===== config.mk =====
export PLATFORM = sky130hd
export DESIGN_NAME = cond_mux_latch
export DESIGN_NICKNAME = d
export VERILOG_FILES = /design/src/cond_latch_pkg.sv /design/src/cond_mux_latch.sv /design/src/pin_sync.sv /design/src/output_latch.sv
export VERILOG_INCLUDE_DIRS = /design/src
export SDC_FILE = /design/constraint.sdc
export NUM_CORES = 1
export LEC_CHECK = 0
export ABC_CLOCK_PERIOD_IN_PS = 1700
export BUFFER_PORTS_ARGS = -buffer_cell sky130_fd_sc_hd__buf_2
export CAP_MARGIN = 20
export CORE_MARGIN = 5
export CORE_UTILIZATION = 50
export DETAILED_ROUTE_END_ITERATION = 8
export GPL_TIMING_DRIVEN = 1
export HOLD_SLACK_MARGIN = 0.06
export PLACE_DENSITY = 0.79
export SYNTH_ARGS = -nofsm -noshare
export SYNTH_HDL_FRONTEND = slang
export SYNTH_SLANG_ARGS = --single-unit

===== constraint.sdc =====
create_clock -name clk -period 1.7 [get_ports clk]
set_clock_uncertainty 0.05 [all_clocks]
set_input_delay 0.085 -clock clk [delete_from_list [all_inputs] [get_ports clk]]
set_output_delay 0.085 -clock clk [all_outputs]
set_load 0.05 [all_outputs]

===== src/cond_latch_consts.svh =====
// constants for the condition mux, command register and output latch block
// What this block does
// condition result is registered before it reaches the sequencer condition input
// four-bit select picks one plain test input or constant one
// select codes 4, 5, 6 and 11 pick logical combinations of inputs
// select codes 13 to 15 give a deasserted condition
// host_wait_ready high when ready request high, or dma ack and request both low
// disk_message_flag follows MSG and C/D together, readable by the host
// disk message leads the sequencer to raise host_interrupt_line via the latch
// host writes a six-bit command code, which sets valid_command_flag
// idle loop tests the valid flag and branches to the six command bits
// sequencer clears valid_command_flag after the command, then returns to idle
// seventh command register bit is the SCSI parity error latch
// sequencer runs one instruction per clock; its outputs may change each cycle
// command flag handshake tolerates a slower host running asynchronously
// persistent control outputs live in an eight-entry addressable latch
// three select lines shared with the mux field address the latch
// enable line writes the value line into the addressed latch on the clock
// with enable low no latch changes; unaddressed latches never change (here latch_clear and srst still empty all eight)
// latch_clear asynchronously resets all eight latches
// latches drive interrupt, transfer request, tape, SCSI and mux feedback lines
`ifndef COND_LATCH_CONSTS_SVH
`define COND_LATCH_CONSTS_SVH

// register byte offsets
`define OFS_COMMAND    8'h00
`define OFS_STATUS     8'h04
`define OFS_IRQ_STATUS 8'h08
`define OFS_IRQ_MASK   8'h0c

// command register fields
`define CMD_PARITY_BIT 6
`define CMD_VALID_BIT  7

// status register fields
`define ST_COND_BIT    8
`define ST_MSG_BIT     9
`define ST_WAIT_BIT    10

// interrupt event bits
`define EV_DISK_MSG    0
`define EV_CMD_DONE    1
`define EV_CMD_OVERRUN 2
`define EV_PARITY      3
`define EV_COUNT       4

// condition select codes
`define SEL_VALID_CMD  4'h0
`define SEL_DMA_ACK    4'h1
`define SEL_SCSI_REQ   4'h2
`define SEL_TAPE_ACK   4'h3
`define SEL_XFER_BOTH  4'h4
`define SEL_XFER_ACK   4'h5
`define SEL_MSG_TRDY   4'h6
`define SEL_TAPE_EXC   4'h7
`define SEL_SCSI_BUSY  4'h8
`define SEL_ONE        4'h9
`define SEL_HOST_ACK   4'ha
`define SEL_REQ_DMA    4'hb
`define SEL_TAPE_READY 4'hc

// output latch entries
`define LT_SCSI_ATN    3'h0
`define LT_SCSI_RST    3'h1
`define LT_HOST_INT    3'h2
`define LT_XFER_REQ    3'h3
`define LT_TAPE_ONLINE 3'h4
`define LT_TAPE_RDY_IE 3'h5
`define LT_TAPE_RESET  3'h6
`define LT_SCSI_ACK    3'h7

// pin synchroniser width
`define PIN_COUNT      11

`endif


===== src/cond_latch_pkg.sv =====
// shared types of the condition mux and output latch block
package cond_latch_pkg;
  typedef logic [3:0]  cond_sel_t;
  typedef logic [5:0]  cmd_code_t;
  typedef logic [7:0]  latch_vec_t;
  typedef logic [31:0] bus_word_t;
endpackage


===== src/cond_mux_latch.sv =====
// condition mux, host command register and output latch with an avalon-mm slave
//
// Decided for this implementation: the Avalon-MM slave port and the register offsets.
`include "cond_latch_consts.svh"
`timescale 1ns/1ns
module cond_mux_latch (
  input  wire logic                          clk,
  input  wire logic                          srst,
  // avalon-mm register slave
  input  wire logic [7:0]                    avs_address,
  input  wire logic                          avs_read,
  input  wire logic                          avs_write,
  input  wire logic [31:0]                   avs_writedata,
  input  wire logic [3:0]                    avs_byteenable,
  output cond_latch_pkg::bus_word_t          avs_readdata,
  output logic                               avs_waitrequest,
  output logic                               irq,
  // sequencer output lines, same clock
  input  wire cond_latch_pkg::cond_sel_t     cond_select,
  input  wire logic                          latch_enable,
  input  wire logic                          latch_value,
  input  wire logic                          latch_clear,
  input  wire logic                          clear_valid_cmd,
  // to the sequencer
  output logic                               condition,
  output cond_latch_pkg::cmd_code_t          branch_address_inputs,
  // pins from the buses
  input  wire logic                          disk_dma_ack,
  input  wire logic                          host_transfer_ack,
  input  wire logic                          ready_request_in,
  input  wire logic                          scsi_req_in,
  input  wire logic                          scsi_busy_in,
  input  wire logic                          scsi_msg_in,
  input  wire logic                          scsi_cd_in,
  input  wire logic                          scsi_parity_err_in,
  input  wire logic                          tape_ack_in,
  input  wire logic                          tape_exception_in,
  input  wire logic                          tape_ready_in,
  // host side outputs
  output logic                               host_wait_ready,
  output logic                               disk_message_flag,
  output logic                               host_interrupt_line,
  output logic                               host_transfer_req,
  // tape and scsi outputs
  output logic                               tape_online_out,
  output logic                               tape_reset_out,
  output logic                               scsi_ack_out,
  output logic                               scsi_atn_out,
  output logic                               scsi_rst_out
);

  // synchronised copies of the pins
  logic [`PIN_COUNT-1:0]          pins_raw;
  logic [`PIN_COUNT-1:0]          pins;
  logic                           dma_ack_s;
  logic                           xfer_ack_s;
  logic                           rdy_req_s;
  logic                           scsi_req_s;
  logic                           busy_s;
  logic                           msg_s;
  logic                           cd_s;
  logic                           parity_s;
  logic                           tape_ack_s;
  logic                           tape_exc_s;
  logic                           tape_rdy_s;

  // internal state
  cond_latch_pkg::latch_vec_t     latches;
  logic                           valid_command_flag;
  logic                           parity_latch;
  logic                           parity_prev;
  logic                           msg_prev;
  logic                           next_condition;
  logic                           next_wait_ready;
  logic                           next_msg_flag;
  logic [`EV_COUNT-1:0]           irq_status;
  logic [`EV_COUNT-1:0]           irq_mask;
  logic [`EV_COUNT-1:0]           events;
  logic                           bus_req;
  logic                           bus_take;
  logic                           cmd_write;
  logic                           cmd_accept;
  logic                           cmd_overrun;
  cond_latch_pkg::bus_word_t      read_word;

  // every pin crosses in through the three-stage filter
  assign pins_raw = {tape_ready_in, tape_exception_in, tape_ack_in, scsi_parity_err_in,
                     scsi_cd_in, scsi_msg_in, scsi_busy_in, scsi_req_in,
                     ready_request_in, host_transfer_ack, disk_dma_ack};

  pin_sync #(
    .WIDTH (`PIN_COUNT)
  ) u_pin_sync (
    .clk   (clk),
    .srst  (srst),
    .pin   (pins_raw),
    .level (pins)
  );

  // unpack the filtered levels
  assign dma_ack_s  = pins[0];
  assign xfer_ack_s = pins[1];
  assign rdy_req_s  = pins[2];
  assign scsi_req_s = pins[3];
  assign busy_s     = pins[4];
  assign msg_s      = pins[5];
  assign cd_s       = pins[6];
  assign parity_s   = pins[7];
  assign tape_ack_s = pins[8];
  assign tape_exc_s = pins[9];
  assign tape_rdy_s = pins[10];

  // condition selection; host_transfer_req and the ready interrupt enable feed back
  always_comb
  begin
    case (cond_select)
      `SEL_VALID_CMD:  next_condition = valid_command_flag;            // see R2
      `SEL_DMA_ACK:    next_condition = dma_ack_s;
      `SEL_SCSI_REQ:   next_condition = scsi_req_s;
      `SEL_TAPE_ACK:   next_condition = tape_ack_s;
      `SEL_XFER_BOTH:  next_condition = xfer_ack_s & host_transfer_req;
      `SEL_XFER_ACK:   next_condition = xfer_ack_s & ~host_transfer_req;
      `SEL_MSG_TRDY:   next_condition = (msg_s & cd_s)
                                        | (latches[`LT_TAPE_RDY_IE] & tape_rdy_s);
      `SEL_TAPE_EXC:   next_condition = tape_exc_s;
      `SEL_SCSI_BUSY:  next_condition = busy_s;
      `SEL_ONE:        next_condition = 1'b1;
      `SEL_HOST_ACK:   next_condition = xfer_ack_s;
      `SEL_REQ_DMA:    next_condition = scsi_req_s & dma_ack_s;
      `SEL_TAPE_READY: next_condition = tape_rdy_s;
      default:         next_condition = 1'b0;
    endcase
  end

  // registered so the sequencer samples a value settled a whole cycle
  always_ff @(posedge clk)
  begin
    if (srst)
      condition <= 1'b0;
    else
      condition <= next_condition;                                     // see R1
  end

  // wait stretch and disk message, formed from the filtered pins
  assign next_wait_ready = rdy_req_s | (~dma_ack_s & ~rdy_req_s);
  assign next_msg_flag   = msg_s & cd_s;

  // the filter already adds delay, so one more flop keeps outputs glitch free
  always_ff @(posedge clk)
  begin
    if (srst)
    begin
      host_wait_ready   <= 1'b1;
      disk_message_flag <= 1'b0;
    end
    else
    begin
      host_wait_ready   <= next_wait_ready;
      disk_message_flag <= next_msg_flag;
    end
  end

  // avalon handshake: one wait cycle, then the request is taken
  assign bus_req  = avs_read | avs_write;
  assign bus_take = bus_req & ~avs_waitrequest;

  always_ff @(posedge clk)
  begin
    if (srst)
      avs_waitrequest <= 1'b1;
    else if (bus_req & avs_waitrequest)
      avs_waitrequest <= 1'b0;
    else
      avs_waitrequest <= 1'b1;
  end

  // a command write needs the low byte lane
  assign cmd_write   = bus_take & avs_write & avs_byteenable[0]
                       & (avs_address == `OFS_COMMAND);
  // a command arriving while one is pending is refused, never merged
  assign cmd_accept  = cmd_write & ~valid_command_flag;
  assign cmd_overrun = cmd_write & valid_command_flag;

  // command code holds still while the flag is set, so the branch target is stable
  always_ff @(posedge clk)
  begin
    if (srst)
      branch_address_inputs <= 6'h00;
    else if (cmd_accept)
      branch_address_inputs <= avs_writedata[5:0];                     // see R8
  end

  // valid flag: the host write sets it, the sequencer's done line clears it
  always_ff @(posedge clk)
  begin
    if (srst)
      valid_command_flag <= 1'b0;
    else if (cmd_accept)
      valid_command_flag <= 1'b1;
    else if (clear_valid_cmd)
      valid_command_flag <= 1'b0;
  end

  // parity error latch sits in the seventh command bit; set wins over clear
  always_ff @(posedge clk)
  begin
    if (srst)
    begin
      parity_latch <= 1'b0;
      parity_prev  <= 1'b0;
    end
    else
    begin
      parity_prev <= parity_s;
      if (parity_s & ~parity_prev)
        parity_latch <= 1'b1;
      else if (cmd_write & avs_writedata[`CMD_PARITY_BIT])
        parity_latch <= 1'b0;
    end
  end

  // remember the message level to raise an event on its rising edge
  always_ff @(posedge clk)
  begin
    if (srst)
      msg_prev <= 1'b0;
    else
      msg_prev <= next_msg_flag;
  end

  // events for the sticky interrupt status
  always_comb
  begin
    events                  = '0;
    events[`EV_DISK_MSG]    = next_msg_flag & ~msg_prev;
    events[`EV_CMD_DONE]    = clear_valid_cmd & valid_command_flag;
    events[`EV_CMD_OVERRUN] = cmd_overrun;
    events[`EV_PARITY]      = parity_s & ~parity_prev;
  end

  // write one to clear; a new event in the same cycle keeps its bit set
  always_ff @(posedge clk)
  begin
    if (srst)
      irq_status <= '0;
    else if (bus_take & avs_write & avs_byteenable[0]
             & (avs_address == `OFS_IRQ_STATUS))
      irq_status <= (irq_status & ~avs_writedata[`EV_COUNT-1:0]) | events;
    else
      irq_status <= irq_status | events;
  end

  // interrupt mask register
  always_ff @(posedge clk)
  begin
    if (srst)
      irq_mask <= '0;
    else if (bus_take & avs_write & avs_byteenable[0]
             & (avs_address == `OFS_IRQ_MASK))
      irq_mask <= avs_writedata[`EV_COUNT-1:0];
  end

  // one level interrupt line
  always_ff @(posedge clk)
  begin
    if (srst)
      irq <= 1'b0;
    else
      irq <= |(irq_status & irq_mask);
  end

  // read mux; unmapped addresses read zero
  always_comb
  begin
    read_word = 32'h0000_0000;
    case (avs_address)
      `OFS_COMMAND:
      begin
        read_word[5:0]             = branch_address_inputs;
        read_word[`CMD_PARITY_BIT] = parity_latch;
        read_word[`CMD_VALID_BIT]  = valid_command_flag;
      end
      `OFS_STATUS:
      begin
        read_word[7:0]          = latches;
        read_word[`ST_COND_BIT] = condition;
        read_word[`ST_MSG_BIT]  = disk_message_flag;
        read_word[`ST_WAIT_BIT] = host_wait_ready;
      end
      `OFS_IRQ_STATUS: read_word[`EV_COUNT-1:0] = irq_status;
      `OFS_IRQ_MASK:   read_word[`EV_COUNT-1:0] = irq_mask;
      default:         read_word = 32'h0000_0000;
    endcase
  end

  // read data is loaded as the wait cycle ends and stands at the taking edge
  always_ff @(posedge clk)
  begin
    if (srst)
      avs_readdata <= 32'h0000_0000;
    else if (avs_read & avs_waitrequest)
      avs_readdata <= read_word;
  end

  // the latch address shares select lines three to one with the mux field
  output_latch u_output_latch (
    .clk         (clk),
    .srst        (srst),
    .latch_clear (latch_clear),
    .addr        (cond_select[3:1]),
    .enable      (latch_enable),
    .value       (latch_value),
    .q           (latches)
  );

  // latch entries out to the pins, one flop each so outputs stay clean
  always_ff @(posedge clk)
  begin
    if (srst)
    begin
      host_interrupt_line <= 1'b0;
      host_transfer_req   <= 1'b0;
      tape_online_out     <= 1'b0;
      tape_reset_out      <= 1'b0;
      scsi_ack_out        <= 1'b0;
      scsi_atn_out        <= 1'b0;
      scsi_rst_out        <= 1'b0;
    end
    else
    begin
      host_interrupt_line <= latches[`LT_HOST_INT];                    // see R7
      host_transfer_req   <= latches[`LT_XFER_REQ];
      tape_online_out     <= latches[`LT_TAPE_ONLINE];
      tape_reset_out      <= latches[`LT_TAPE_RESET];
      scsi_ack_out        <= latches[`LT_SCSI_ACK];
      scsi_atn_out        <= latches[`LT_SCSI_ATN];
      scsi_rst_out        <= latches[`LT_SCSI_RST];
    end
  end
endmodule


===== src/pin_sync.sv =====
// three-stage synchroniser with agreement filter for pin inputs
`timescale 1ns/1ns
module pin_sync #(
  parameter int WIDTH = 1
) (
  input  wire logic             clk,
  input  wire logic             srst,
  input  wire logic [WIDTH-1:0] pin,
  output logic      [WIDTH-1:0] level
);
  logic [WIDTH-1:0] stage1;
  logic [WIDTH-1:0] stage2;
  logic [WIDTH-1:0] stage3;

  // stage1 is only read by stage2, never by logic
  always_ff @(posedge clk)
  begin
    if (srst)
    begin
      stage1 <= '0;
      stage2 <= '0;
      stage3 <= '0;
    end
    else
    begin
      stage1 <= pin;
      stage2 <= stage1;
      stage3 <= stage2;
    end
  end

  // a bit moves only when stages two and three agree
  always_ff @(posedge clk)
  begin
    if (srst)
      level <= '0;
    else
      for (int i = 0; i < WIDTH; i++)
        if (stage2[i] == stage3[i])
          level[i] <= stage3[i];
  end
endmodule


===== src/output_latch.sv =====
// eight-entry addressable set/clear latch for persistent control outputs
`timescale 1ns/1ns
module output_latch (
  input  wire logic                   clk,
  input  wire logic                   srst,
  input  wire logic                   latch_clear,
  input  wire logic [2:0]             addr,
  input  wire logic                   enable,
  input  wire logic                   value,
  output cond_latch_pkg::latch_vec_t  q
);
  // clear is asynchronous so the power-on instruction empties every entry at once
  always_ff @(posedge clk or posedge latch_clear)
  begin
    if (latch_clear)
      q <= 8'h00;
    else if (srst)
      q <= 8'h00;
    else if (enable)
      q[addr] <= value;                   // see R16
  end
endmodule


==> results.py <==
metrics = {
    "status": {
        "outcome": "finished clean",
    },
    "floorplanning": {
        "initial_core_util_pct": 51.93,
        "rows": 30,
        "core_mm2": 0.006869,
        "io_pins": 117,
        "dieArea_mm2": 0.008924,
        "die_w_um": 94.47,
        "dieHeight_um": 94.47,
    },
    "global_route": {
        "grt_use_total_pct": 18.37,
        "grt_max_degree": 31,
        "grt_pass1_wl_um": 12630,
        "grt_pass1_vias": 2696,
        "antenna_found_initial": 0,
        "gr-total-overflow": 0,
    },
    "sta": {
        "worst_slack_ps": 58.36,
        "hold_violations": 0,
        "fin_crit_sh_pct": 96.57,
        "whs_ps": 66.39,
        "drv_slew": 0,
        "setup_viol": 0,
        "rsz0062_at_grt": "false",
        "min_period_ps": 1642,
        "max_freq_mhz": 609.1,
    },
    "critical_path": {
        "cp.arrival_ps": 1820,
        "critPathKind": "flip-flop to flip-flop",
        "start_kind": "flip-flop",
        "cpPeakStageDelay_ps": 540,
        "cp_cell_sequence": "nand3b_1, or4_4, o31ai_4, a21oi_1",
        "critPathRequiredTime_ps": 1880,
        "critPathSlowestCell": "or4_4",
        "critPathMaxFanout": 5,
        "cp-end-kind": "flip-flop",
    },
    "clock_tree": {
        "cts-root-buf": "clkbuf_8",
        "cts_buffer_depth": 2,
        "clock-sinks": 92,
        "htreeDepth": 3,
        "post_cts_buffers": 0,
        "cts_tree": "yes",
        "cts_inserted_buffers": 9,
        "worstSkewPairLatency_ps": 360,
        "clkTransAtPathRegs_ps": 90,
    },
    "logic_synthesis": {
        "synthFlopType": "dfxtp_1",
        "synth.distinct_cells": 37,
        "synth_area_mm2": 0.003567,
        "yosysWarnings": 0,
        "ys_async_sr_fraction_pct": 8.696,
        "synth.avg_cell_area_um2": 9.936,
        "synth_seq_cells": 92,
        "synthCells": 359,
        "synth_edf_count": 0,
        "ys_seq_area_share_pct": 52.75,
    },
    "power_and_ir_drop": {
        "power.density_mw_per_mm2": 923.4,
        "power_switching_share_pct": 24.85,
        "power.total_mw": 4.091,
        "p_leak_nw": 1.845,
        "seqPwrFrac_pct": 54.1,
        "clkPwrFrac_pct": 36.6,
        "p_sw_mw": 1.017,
        "vdd_drop_max_v": 0.0006640,
        "pwr-share-comb_pct": 9.3,
        "p_int_mw": 3.074,
    },
    "placement": {
        "place_area_mm2": 0.003945,
        "pre_cts_ws_ps": -154.2,
        "portBuffers": 67,
        "gp_congestion": 0.8965,
        "dp_hpwl_um": 5534,
    },
    "finish": {
        "fin_area_mm2": 0.004431,
        "fin_util_pct": 64.50,
        "nNetsFinal": 519,
        "drive_gt1_share_pct": 26.91,
        "area_growth_pct": 24.20,
        "n_antenna_cell": 0,
        "fill_cells": 544,
    },
    "drt": {
        "avgViaCountPerCell": 5.168,
        "ant_nets": 0,
        "num_vias": 2858,
        "dr.pass1.iters": 5,
        "finalWirelength_um": 7987,
        "drt_iter0_drc": 190,
        "drc_errors": 0,
        "drt-wirelength-per-cell_um": 14.44,
    },
    "worst_hold_path": {
        "hp-class": "input port to flip-flop",
    },
    "run": {
        "maxCapViolations": 0,
    },
}
## metal layers
layer | wire length, um | part of all wire [%] | vias up | global-route usage [%]
met2 | 3826 | 48 | 140 | 30.85
met3 | 609 | 7.6 | 25 | 5.179
met1 | 3330 | 42 | 1305 | 21.84
li1 | - | - | 1388 | -
met4 | 221 | 2.8 | 0 | 8.293
met5 | 0 | 0 | - | 0
## worst max-delay path: cells and delay by family, from the launching register on
kind	cells	cell delay, ps
and+or+nand+nor	2	770
DFF	1	350
AOI/OAI and AO/OA	2	340
## Yosys cell counts, types with 8 or more instances
library cell  count  area [um2]
dfxtp_1          84        1682
nor2b_1          41       256.5
a21oi_1          24       120.1
nand2_1          24       90.09
nor2_1           23       86.33
buf_4            21       157.7
clkbuf_1         21       78.83
o21ai_0          20       100.1
inv_1            11       41.29
a22oi_1          10       75.07
o31ai_2          10       125.1
dfrtp_1           8       200.2
## final timing paths
kind | startpoint | endpoint | slack (ps) | cells past startpoint
setup / recovery | avs_waitrequest$_SDFF_PP1_ | branch_address_inputs[3]$_SDFFE_PP0P_ | 60 | 4
hold / removal | cond_select[1] | u_output_latch.q[7]$_DFFE_PP0P_ | 70 | 3
setup reg to reg | avs_waitrequest$_SDFF_PP1_ | branch_address_inputs[3]$_SDFFE_PP0P_ | 60 | 4
hold reg to reg | u_pin_sync.stage1[5]$_SDFF_PP0_ | u_pin_sync.stage2[5]$_SDFF_PP0_ | 390 | 1
max in group asynchronous | latch_clear | u_output_latch.q[1]$_DFFE_PP0P_ | 1190 | 3
min in group asynchronous | latch_clear | u_output_latch.q[6]$_DFFE_PP0P_ | 160 | 3
## cells in the final DEF (no fill, tap or decap), types with 11 or more instances in the layout
cell type / instances
a21oi_1: 24
buf_2: 67
buf_4: 12
conb_1: 21
dfxtp_1: 83
dlygate4sd3_1: 25
inv_1: 11
nand2_1: 24
nor2_1: 23
nor2b_1: 41
o21ai_0: 20
## power groups by stage
stage               Clock (mW)  Sequential (mW)  Combinational [mW]
global placement             0             2.26               0.322
finish                    1.50             2.21               0.379
floorplan                    0             2.28               0.263
CTS                       1.52             2.21               0.372
global route              1.62             2.22               0.408
detailed placement           0             2.26               0.327
## logic make-up (layout without fill, tap and decap cells)
group / count (synthesis) / count (layout) / share of synthesized area [%]
xor+xnor: 1 / 1 / 0.2456
buf+inv: 54 / 131 / 8.102
mux: 15 / 15 / 6.068
simple gates: 121 / 122 / 18.45
other cells: 1 / 21 / 0.1051
flops: 92 / 92 / 52.75
compound gates: 75 / 75 / 14.28
## through the flow
step	TNS [ps]	instances
floorplan	0	379
global placement	-736.0	511
detailed placement	-1467	511
CTS	0	552
global route	0	553
finish	0	553
## state kept, by name, summed over array words and instances, names as in the netlist, 4 cells and up
register and flops:
irq_status 4, irq_mask 4, u_pin_sync.stage2 11, u_pin_sync.stage3 11, u_output_latch.q 8, avs_readdata 11, u_pin_sync.stage1 11, branch_address_inputs 6
u_pin_sync.level 11
## timing repair
action / in CTS / in global routing
hold buffers: 25 / 0
hold endpoints to repair: 37 / 0
setup endpoints to repair: 0 / 10
resized for setup: 0 / 3
## final cells by class
class | instances | area (um2) | area share [%]
Multi-Input combinational cell | 234 | 1495 | 33.75
Clock buffer | 12 | 187.7 | 4.236
Timing Repair Buffer | 104 | 675.6 | 15.25
Tap cell | 96 | 120.1 | 2.711
Sequential cell | 92 | 1883 | 42.50
Clock inverter | 4 | 27.53 | 0.6213
Inverter | 11 | 41.29 | 0.9319
(Power assumes the default switching activity.)
